--- src/rtl/floppy_cmd_regs.vh ---
/*
 Constants for the floppy command interpreter: status bit positions,
 phase byte counts, opcodes and timing figures.
 Assumes a 20 MHz system clock.
*/
`ifndef FLOPPY_CMD_REGS_VH
`define FLOPPY_CMD_REGS_VH

// ----------------------------------------
// Error status one bits
// ----------------------------------------
`define ES1_NO_SECTOR 2
`define ES1_WP_HIT 1
`define ES1_ABSENT_ID 0
// ----------------------------------------
// Error status two bits
// ----------------------------------------
`define ES2_DELETED 6
`define ES2_DATA_CRC 5
`define ES2_CYL_MISMATCH 4
`define ES2_SCAN_EQUAL 3
`define ES2_SCAN_UNMET 2
`define ES2_BAD_TRACK 1
`define ES2_NO_DATA_MARK 0
// ----------------------------------------
// Command sequence
// ----------------------------------------
`define CMD_BYTES 4'd9
`define RES_BYTES 3'd7
`define OP_READ_DATA 5'h06
`define OP_READ_DEL 5'h0c
`define OP_WRITE_DATA 5'h05
`define OP_WRITE_DEL 5'h09
`define OP_READ_DIAG 5'h02
`define OP_READ_ID 5'h0a
`define OP_FORMAT 5'h0d
`define OP_SENSE_DRIVE 5'h04
`define OP_SCAN_EQ 5'h11
`define OP_SCAN_LE 5'h19
`define OP_SCAN_HE 5'h1d
`define BAD_CYL 8'hff
`define ID_MISS_INDEX 2'd2
// ----------------------------------------
// Timing
// ----------------------------------------
`define CLK_HZ 20000000
`define SETTLE_STEP_MS 2
`define RELEASE_STEP_MS 16
`define STEP_UNIT_MS 1
`define CYC_PER_MS (`CLK_HZ / 1000)

`endif

--- src/rtl/floppy_cmd_status_logic.v ---
/*
 Command interpreter and result status logic of a floppy controller.
 Host side: register select, read and write strobes, 8-bit data in/out.
 Medium side: event pulses from an external read/write channel, which
 searches sectors and reports markers, header cylinder and CRC results.
*/
`timescale 1ns/1ps
`include "floppy_cmd_regs.vh"

// Summary of operation
// RULE_01: Sector not found, or bad ID read, or diagnostic start missing sets no-sector; the code sets it for the first two only.
// RULE_02: Write protect during write or format sets write-protect hit.
// RULE_03: No ID marker before two index pulses, or no data marker, sets absent-ID.
// RULE_04: Deleted marker in read/scan, or normal marker in read-deleted, sets deleted-seen.
// RULE_05: Data field CRC failure sets data CRC fault.
// RULE_06: Header cylinder differing from target cylinder sets cylinder mismatch.
// RULE_07: Mismatch with header cylinder all ones also sets bad-track.
// RULE_08: Scan equality met sets scan equal hit.
// RULE_09: Scan with no sector meeting condition sets scan unmet.
// RULE_10: Missing data or deleted data marker sets no-data-marker.
// RULE_11: Drive status shows fault, protect, ready, track zero, two-side, head, units.
// RULE_12: Each command runs command, execution, then result phase; specify stays in command phase and sense drive skips execution.
// RULE_13: Most commands take nine bytes and return seven result bytes.
// RULE_14: Select low reaches main status, high reaches data register.
// RULE_15: Settle time 2 to 254 ms in 2 ms; release 16 to 240 ms in 16 ms.
// RULE_16: Step interval 1 to 16 ms, code F is 1 ms, E is 2 ms.
// RULE_17: Density bit low selects FM, high selects MFM.
// RULE_18: Both-sides flag continues at sector 1 of side 1 after side 0.
// RULE_19: Transfer stops after the sector equal to the last-sector number.
// RULE_20: Gap length sets sync-low bytes after CRC, or gap 3 size in format.
// RULE_21: Scan step 1 compares contiguous sectors, 2 compares alternate ones.
// RULE_22: Four ID bytes are compared to each sector header.
// RULE_23: Host keeps select high for all data register transfers.
// RULE_24: Master request and direction bits pace every data transfer.
// RULE_25: Result bytes advance one per host read, then command phase resumes.
// RULE_26: Error flags clear at the start of each new command.
module floppy_cmd_status_logic #(
	parameter CLK_HZ = `CLK_HZ
)(
	input wire i_clk,
	input wire i_reset_n,
	input wire i_register_select_line,
	input wire i_rd_n,
	input wire i_wr_n,
	input wire [7:0] i_data,
	output reg [7:0] o_data,
	output reg o_data_oe,
	input wire i_drive_fault_state,
	input wire i_write_protect,
	input wire i_drive_ready_state,
	input wire i_track_zero_state,
	input wire i_two_sided_state,
	input wire i_index,
	input wire i_id_marker_seen,
	input wire i_header_valid,
	input wire [7:0] i_hdr_cyl,
	input wire [7:0] i_hdr_head,
	input wire [7:0] i_hdr_sector,
	input wire [7:0] i_hdr_size,
	input wire i_id_crc_fault,
	input wire i_data_marker_seen,
	input wire i_deleted_marker_seen,
	input wire i_data_mark_timeout,
	input wire i_data_crc_fault,
	input wire i_sector_done,
	input wire i_scan_equal,
	input wire i_scan_met,
	output reg o_exec_active,
	output reg o_head_select,
	output reg o_drive_unit_sel_low,
	output reg o_drive_unit_sel_high,
	output reg o_density_select,
	output reg [7:0] o_target_sector,
	output reg o_sector_match,
	output reg [7:0] o_gap_three_len,
	output reg [1:0] o_scan_step,
	output reg [23:0] o_settle_cycles,
	output reg [23:0] o_release_cycles,
	output reg [23:0] o_step_cycles
);

	localparam [31:0] CYC_MS = CLK_HZ / 1000;
	localparam [1:0] PH_CMD = 2'd0;
	localparam [1:0] PH_EXEC = 2'd1;
	localparam [1:0] PH_RES = 2'd2;

	reg [1:0] phase_reg;
	reg [3:0] cmd_cnt_reg;
	reg [2:0] res_cnt_reg;
	reg [4:0] opcode_reg;
	reg both_sides_flag_reg;
	reg [7:0] internal_target_reg [0:3];
	reg [7:0] last_sector_num_reg;
	reg [7:0] error_status_one_reg;
	reg [7:0] error_status_two_reg;
	reg [1:0] index_cnt_reg;
	reg scan_hit_any_reg;
	reg id_seen_reg;
	reg rd_d_reg;
	reg wr_d_reg;
	reg [7:0] result_byte;

	wire rd_edge = !i_rd_n && rd_d_reg;
	wire wr_edge = !i_wr_n && wr_d_reg;
	wire is_write = opcode_reg == `OP_WRITE_DATA || opcode_reg == `OP_WRITE_DEL || opcode_reg == `OP_FORMAT;
	wire is_scan = opcode_reg == `OP_SCAN_EQ || opcode_reg == `OP_SCAN_LE || opcode_reg == `OP_SCAN_HE;
	wire is_read = opcode_reg == `OP_READ_DATA || opcode_reg == `OP_READ_DEL || opcode_reg == `OP_READ_DIAG;
	wire cyl_differs = i_hdr_cyl != internal_target_reg[0];
	wire hdr_match = !cyl_differs && i_hdr_head == internal_target_reg[1]
		&& i_hdr_sector == internal_target_reg[2] && i_hdr_size == internal_target_reg[3]; // [RULE_22]
	wire [7:0] drive_signal_status = {i_drive_fault_state, i_write_protect, i_drive_ready_state,
		i_track_zero_state, i_two_sided_state, o_head_select, o_drive_unit_sel_high,
		o_drive_unit_sel_low}; // [RULE_11]
	wire [7:0] main_status = {phase_reg != PH_EXEC, phase_reg == PH_RES, o_exec_active,
		phase_reg != PH_CMD || cmd_cnt_reg != 4'd0, 4'h0}; // [RULE_24]
	// Products are formed at 32 bits and cut on purpose; the largest setting still fits in 24 bits
	wire [4:0] step_ms = 5'd16 - {1'b0, i_data[7:4]}; // [RULE_16]
	wire [31:0] step_prod = {27'h0000000, step_ms} * CYC_MS * `STEP_UNIT_MS;
	wire [31:0] release_prod = {28'h0000000, i_data[3:0]} * CYC_MS * `RELEASE_STEP_MS;
	wire [31:0] settle_prod = {25'h0000000, i_data[7:1]} * CYC_MS * `SETTLE_STEP_MS;

	// ----------------------------------------
	// Result byte selection
	// ----------------------------------------
	always @*
	begin
		case (res_cnt_reg)
			3'd0: result_byte = {6'h00, o_drive_unit_sel_high, o_drive_unit_sel_low} | {5'h00, o_head_select, 2'h0};
			3'd1: result_byte = error_status_one_reg;
			3'd2: result_byte = error_status_two_reg;
			3'd3: result_byte = internal_target_reg[0];
			3'd4: result_byte = internal_target_reg[1];
			3'd5: result_byte = internal_target_reg[2];
			3'd6: result_byte = internal_target_reg[3];
			default: result_byte = drive_signal_status;
		endcase
	end

	// ----------------------------------------
	// Host interface and phase sequencing
	// ----------------------------------------
	always @(posedge i_clk or negedge i_reset_n)
	begin
		if (!i_reset_n)
		begin
			phase_reg <= PH_CMD;
			cmd_cnt_reg <= 4'd0;
			res_cnt_reg <= 3'd0;
			opcode_reg <= 5'h00;
			both_sides_flag_reg <= 1'b0;
			internal_target_reg[0] <= 8'h00;
			internal_target_reg[1] <= 8'h00;
			internal_target_reg[2] <= 8'h00;
			internal_target_reg[3] <= 8'h00;
			last_sector_num_reg <= 8'h00;
			error_status_one_reg <= 8'h00;
			error_status_two_reg <= 8'h00;
			index_cnt_reg <= 2'd0;
			scan_hit_any_reg <= 1'b0;
			id_seen_reg <= 1'b0;
			rd_d_reg <= 1'b1;
			wr_d_reg <= 1'b1;
			o_data <= 8'h00;
			o_data_oe <= 1'b0;
			o_exec_active <= 1'b0;
			o_head_select <= 1'b0;
			o_drive_unit_sel_low <= 1'b0;
			o_drive_unit_sel_high <= 1'b0;
			o_density_select <= 1'b0;
			o_target_sector <= 8'h00;
			o_sector_match <= 1'b0;
			o_gap_three_len <= 8'h00;
			o_scan_step <= 2'd1;
			o_settle_cycles <= 24'h000000;
			o_release_cycles <= 24'h000000;
			o_step_cycles <= 24'h000000;
		end
		else
		begin
			rd_d_reg <= i_rd_n;
			wr_d_reg <= i_wr_n;
			o_data_oe <= !i_rd_n;
			o_data <= i_register_select_line ? result_byte : main_status; // [RULE_14]
			o_sector_match <= o_exec_active && i_header_valid && hdr_match;
			o_target_sector <= internal_target_reg[2];
			case (phase_reg)
				PH_CMD:
				begin
					if (wr_edge && i_register_select_line) // [RULE_23]
					begin
						cmd_cnt_reg <= cmd_cnt_reg + 4'd1;
						case (cmd_cnt_reg)
							4'd0:
							begin
								opcode_reg <= i_data[4:0];
								both_sides_flag_reg <= i_data[7];
								o_density_select <= i_data[6]; // [RULE_17]
								error_status_one_reg <= 8'h00; // [RULE_26]
								error_status_two_reg <= 8'h00;
								scan_hit_any_reg <= 1'b0;
								id_seen_reg <= 1'b0;
								index_cnt_reg <= 2'd0;
							end
							4'd1:
							begin
								o_head_select <= i_data[2];
								o_drive_unit_sel_high <= i_data[1];
								o_drive_unit_sel_low <= i_data[0];
								if (opcode_reg == 5'h03)
									o_step_cycles <= step_prod[23:0]; // [RULE_16]
								if (opcode_reg == 5'h03)
									o_release_cycles <= release_prod[23:0]; // [RULE_15]
							end
							4'd2: internal_target_reg[0] <= i_data;
							4'd3: internal_target_reg[1] <= i_data;
							4'd4: internal_target_reg[2] <= i_data;
							4'd5: internal_target_reg[3] <= i_data;
							4'd6: last_sector_num_reg <= i_data;
							4'd7: o_gap_three_len <= i_data; // [RULE_20]
							default:
							begin
								if (is_scan)
									o_scan_step <= i_data[1:0]; // [RULE_21]
							end
						endcase
						if (opcode_reg == 5'h03 && cmd_cnt_reg == 4'd2)
						begin
							o_settle_cycles <= settle_prod[23:0]; // [RULE_15]
							cmd_cnt_reg <= 4'd0;
						end
						else if (opcode_reg == `OP_SENSE_DRIVE && cmd_cnt_reg == 4'd1)
						begin
							// Slot seven offers the single drive status byte
							cmd_cnt_reg <= 4'd0;
							res_cnt_reg <= 3'd7;
							phase_reg <= PH_RES; // [RULE_11]
						end
						else if (cmd_cnt_reg == `CMD_BYTES - 4'd1) // [RULE_13]
						begin
							cmd_cnt_reg <= 4'd0;
							phase_reg <= PH_EXEC; // [RULE_12]
							o_exec_active <= 1'b1;
						end
					end
				end
				PH_EXEC:
				begin
					if (i_index && index_cnt_reg != `ID_MISS_INDEX)
						index_cnt_reg <= index_cnt_reg + 2'd1;
					// Only a found sector restarts the miss window, so a disk of other headers still times out
					if (i_header_valid && hdr_match)
						index_cnt_reg <= 2'd0;
					if (i_id_marker_seen)
						id_seen_reg <= 1'b1;
					if (index_cnt_reg == `ID_MISS_INDEX)
					begin
						if (id_seen_reg)
							error_status_one_reg[`ES1_NO_SECTOR] <= 1'b1; // [RULE_01]
						else
							error_status_one_reg[`ES1_ABSENT_ID] <= 1'b1; // [RULE_03]
					end
					if (i_header_valid && i_id_crc_fault && opcode_reg == `OP_READ_ID)
						error_status_one_reg[`ES1_NO_SECTOR] <= 1'b1; // [RULE_01]
					if (i_header_valid && cyl_differs)
					begin
						error_status_two_reg[`ES2_CYL_MISMATCH] <= 1'b1; // [RULE_06]
						if (i_hdr_cyl == `BAD_CYL)
							error_status_two_reg[`ES2_BAD_TRACK] <= 1'b1; // [RULE_07]
					end
					if (is_write && i_write_protect)
						error_status_one_reg[`ES1_WP_HIT] <= 1'b1; // [RULE_02]
					if (i_data_mark_timeout)
					begin
						error_status_one_reg[`ES1_ABSENT_ID] <= 1'b1; // [RULE_03]
						error_status_two_reg[`ES2_NO_DATA_MARK] <= 1'b1; // [RULE_10]
					end
					if (((opcode_reg == `OP_READ_DATA || is_scan) && i_deleted_marker_seen)
						|| (opcode_reg == `OP_READ_DEL && i_data_marker_seen))
						error_status_two_reg[`ES2_DELETED] <= 1'b1; // [RULE_04]
					if (i_data_crc_fault)
						error_status_two_reg[`ES2_DATA_CRC] <= 1'b1; // [RULE_05]
					if (is_scan && i_scan_equal)
						error_status_two_reg[`ES2_SCAN_EQUAL] <= 1'b1; // [RULE_08]
					if (is_scan && i_scan_met)
						scan_hit_any_reg <= 1'b1;
					if (i_sector_done)
					begin
						if (internal_target_reg[2] == last_sector_num_reg) // [RULE_19]
						begin
							if (both_sides_flag_reg && !o_head_select && (is_read || is_write || is_scan))
							begin
								o_head_select <= 1'b1; // [RULE_18]
								internal_target_reg[1] <= 8'h01;
								internal_target_reg[2] <= 8'h01;
							end
							else
							begin
								if (is_scan && !scan_hit_any_reg && !i_scan_met)
									error_status_two_reg[`ES2_SCAN_UNMET] <= 1'b1; // [RULE_09]
								phase_reg <= PH_RES; // [RULE_12]
								o_exec_active <= 1'b0;
							end
						end
						else
							internal_target_reg[2] <= internal_target_reg[2] + {6'h00, o_scan_step}; // [RULE_21]
					end
					if (error_status_one_reg[`ES1_NO_SECTOR] || index_cnt_reg == `ID_MISS_INDEX)
					begin
						phase_reg <= PH_RES;
						o_exec_active <= 1'b0;
					end
				end
				PH_RES:
				begin
					if (rd_edge && i_register_select_line) // [RULE_25]
					begin
						if (res_cnt_reg == `RES_BYTES - 3'd1 || res_cnt_reg == 3'd7) // [RULE_13]
						begin
							res_cnt_reg <= 3'd0;
							phase_reg <= PH_CMD;
						end
						else
							res_cnt_reg <= res_cnt_reg + 3'd1;
					end
				end
				default: phase_reg <= PH_CMD;
			endcase
		end
	end

endmodule

--- config.mk ---
export PLATFORM = sky130hd
export DESIGN_NAME = floppy_cmd_status_logic
export DESIGN_NICKNAME = d
export VERILOG_FILES = /design/src/rtl/floppy_cmd_status_logic.v
export VERILOG_INCLUDE_DIRS = /design/src /design/src/rtl
export SDC_FILE = /design/constraint.sdc
export NUM_CORES = 1
export LEC_CHECK = 0
export BUFFER_PORTS_ARGS = -buffer_cell sky130_fd_sc_hd__buf_2
export CAP_MARGIN = 20
export CORE_ASPECT_RATIO = 1.75
export CORE_MARGIN = 5
export CORE_UTILIZATION = 40
export DETAILED_ROUTE_END_ITERATION = 8
export SETUP_SLACK_MARGIN = 0.15
export SYNTH_ARGS = -nofsm -noshare
export SYNTH_HDL_FRONTEND = slang
export SYNTH_SLANG_ARGS = --single-unit
export TNS_END_PERCENT = 50
--- constraint.sdc ---
create_clock -name i_clk -period 5.05 [get_ports i_clk]
set_input_delay 0.2525 -clock i_clk [delete_from_list [all_inputs] [get_ports i_clk]]
set_output_delay 0.2525 -clock i_clk [all_outputs]
set_load 0.05 [all_outputs]
==> run summary <==
The flow ran to the end, but the final reports show violations. The checks that failed: negative hold slack. The tools report the latest clock arrival within the worst-skew pair as 430 ps.

For the number of global-route vias before repair, the log shows 7,638. The pre-antenna-repair detailed-routing pass consisted of 5 iterations. The total power density per cell area works out to 487 nW/um^2. For the highest ir drop seen on vdd, the log shows 254 uV. In this run the vertical extent of the chip is 211 um. Counting flops and latches in the post-synthesis netlist gives 149. At the pin with the least slew margin, the transition time is 1110 ps. The tools report the number of buffers added to fix hold violations after cts as 2. The register with the most flip-flops in the layout has 32 of them. The cell taking the most area after synthesis was dfrtp_1. The post-route antenna net violation count came out at 0. The full die area was 26,200 um^2. The initial DRC count was 320; the total of warnings raised by yosys was 0. Critical setup path kind: in -> reg.

After detailed routing, the total wire length is 27.0 mm. The worst setup path is launched from an input pin. The path depth of the worst reg2reg path came out at 6. The worst register-to-register path begins at wr_d_reg$_DFF_PN1_. The die is 125 um wide. The final critical delay including setup and external delays works out to 3610 ps. The initial core utilization came out at 0.404.

Summed over all failing endpoints, the final setup total negative slack is 0 ps. In this run the count of I/O pins placed on the die edge is 166. Setup repair after global routing left no endpoint under its margin. The post-synthesis to final-layout area growth is 16.2%.

Synthesized cell area: 9190 um^2. The area of the core was 22,700 um^2. For the buffer count from post-CTS setup fixing, the log shows 0.

The clock tree synthesis step divided the H-tree into 4 levels. Number of hold violations in the final report: 55. The wire length of the first global-routing pass was 42.3 mm; the register area share after synthesis was 0.406.

In the final layout, flip-flops and latches occupy 3730 um^2. The layout has 2,193 filler cells. Using the TritonRoute via totals, the vias-per-cell ratio works out to 5.38. At the worst endpoint, the required time is 5350 ps. The clock skew was 11.5 ps; the number of buffers inserted during clock tree synthesis was 17. After detailed routing, the number of remaining DRC violations is 0. The hold slack was -52.5 ps. Clock tree root driver cell: clkbuf_16. The min-delay analysis places its worst path in the category in -> async. The worst setup path is captured at a register.

The final estimated routing congestion in global placement came out at 0.934. By area the synthesized netlist is led by dfrtp_1, ha_1, mux2_2. The analysis attributes to cell leakage a power of 0.00541 uW. The tool flagged a number of max-cap violations equal to 0. Global routing finished with a remaining overflow of 0.

The number of clock sinks came out at 149. The fraction of layout instances using a drive strength above 1 was 0.219. The tools report the final count of pins violating max slew as 0. After clock tree synthesis, the clock-pin slew on the worst setup and hold paths is 60 ps. The per-instance average area after synthesis was 10.0 um^2; the total via count in the routed design was 7,358. The run gives 0.470 as the utilization after layout. The number of instances resized during post-cts repair was 0. The top-area cell type share of the netlist area was 0.397. For this run, the leading register cell type out of synthesis is dfrtp_1. The logs give 5200 uW for the total power and 0.259 for the relative slew slack. The wire length per cell was 19.8 um. The count of buffers inserted at the top-level ports came out at 139.

TritonCTS built the clock tree. The largest driver fanout on the critical path is 14. Net count of the finished layout: 1,219. The final clock period utilization by the worst path is 0.716. The async set-reset flop share out of synthesis is 1.00. Yosys mapped a number of flops with a built-in enable equal to 0. Summing all multi-input logic gate instances after layout gives 5040 um^2.

The worst register-to-register path ends at o_settle_cycles[22]$_DFFE_PN0P_. The logs give 0.208 for the global-route usage over all layers and 20.8 mm for the final HPWL from detailed placement. At the worst endpoint, the arrival time is 3910 ps. For the total setup violations reported at the end of the flow, the log shows 0. Entering global routing, the biggest net connects 103 pins. No sink is reached through more buffers than the 2 on the longest clock path. For flop-to-flop paths, the worst setup slack is 2130 ps. The floorplan has 73 rows. The logs give 277 MHz for the maximum clock frequency and 919 for the synthesized instance count. The tools report the number of distinct library cells after synthesis as 64. The number of antenna violations at the first check in global routing came out at 2.
==> final cells by class <==
type	count	area share
Tap cell	300	0.0351
Clock buffer	18	0.0411
Inverter	50	0.0176
Antenna cell	1	0.000234
Timing Repair Buffer	149	0.0730
Sequential cell	149	0.349
Multi-Input combinational cell	686	0.471
Clock inverter	14	0.0121
==> through the flow <==
stage | setup slack, ps | area, um^2 | instances
5_1_grt | 1240 | 10700 | 1367
3_3_place_gp | 1120 | 10100 | 1331
2_1_floorplan | 1510 | 9290 | 944
4_1_cts | 1400 | 10700 | 1365
3_5_place_dp | 964 | 10100 | 1331
6_report | 1440 | 10700 | 1367
==> where the power goes <==
part / leakage [uW] / internal [uW] / switching (uW) / total, uW
registers: 0.00197 / 1520 / 356 / 1870
clock network: 0.000273 / 695 / 537 / 1230
logic: 0.00317 / 763 / 1340 / 2100
total: 0.00541 / 2970 / 2230 / 5200
==> placed cells by master, fill, tap and decap left out, drive strengths merged, types with 7 or more instances in the layout <==
cell    Yosys  layout
xor2       28      28
mux2       41      41
a222oi      7       7
nor2       56      56
nand3      15      15
fa         16      16
a21o        8       8
nand4      10      10
a21oi      34      34
ha         89      89
nand2     116     116
a31oi      17      17
xnor2      26      26
buf        29     146
o21ai      62      62
clkinv      0       7
dfrtp     146     146
inv        50      53
nor4       11      11
nand2b     15      15
conb        1      26
clkbuf     30      19
nor2b      11      11
a22o       17      17
==> worst max path at each step <==
stage                   start                         endpoint  slack [ps]  depth (start not counted)
CTS                 i_data[3]  o_settle_cycles[22]$_DFFE_PN0P_        1400                         13
global route        i_data[3]  o_settle_cycles[22]$_DFFE_PN0P_        1240                         13
detailed placement  i_data[3]  o_settle_cycles[22]$_DFFE_PN0P_         960                         13
global placement    i_data[3]  o_settle_cycles[22]$_DFFE_PN0P_        1120                         13
floorplan           i_data[2]  o_settle_cycles[22]$_DFFE_PN0P_        1510                         13
finish              i_data[3]  o_settle_cycles[22]$_DFFE_PN0P_        1440                         13
==> critical path, cell delays in order <==
cell	delay [ps]
buf_2	350
inv_1	200
fa_1	550
inv_1	60
fa_1	470
ha_1	310
ha_1	350
o21ai_0	170
nor2_1	90
o31ai_1	360
a21oi_1	200
a2111oi_0	470
nor2_1	80
==> kinds of logic after synthesis <==
| family | after synthesis | share of synthesized area |
|---|---|---|
| compound gates | 194 | 0.141 |
| fa+ha+maj | 105 | 0.156 |
| mux | 46 | 0.0557 |
| xor+xnor | 54 | 0.0514 |
| simple gates | 261 | 0.133 |
| buf+inv | 109 | 0.0565 |
| flops | 149 | 0.406 |
| other cells | 1 | 0.000408 |
==> Yosys cell counts (all sizes together), types with 3 or more instances <==
master and n:
a21o 8, a21oi 34, a221oi 5, a222oi 7, a22o 17, a22oi 4
a31oi 17, a32o 3, a41oi 4, and3 4, buf 29, clkbuf 30
dfrtp 146, dfstp 3, fa 16, ha 89, inv 50, mux2 41
mux2i 5, nand2 116, nand2b 15, nand3 15, nand3b 3, nand4 10
nor2 56, nor2b 11, nor3 5, nor4 11, o2111ai 5, o21a 3
o21ai 62, o31ai 5, or2 5, xnor2 26, xor2 28
==> layer usage <==
metal,track usage,vias up,share of wire
met5,0,-,0.00041
met4,0.109,2,0.047
met3,0.0373,65,0.045
met2,0.378,229,0.53
met1,0.229,3603,0.38
li1,-,3459,-
No activity file was read; power rests on OpenSTA's default activity.
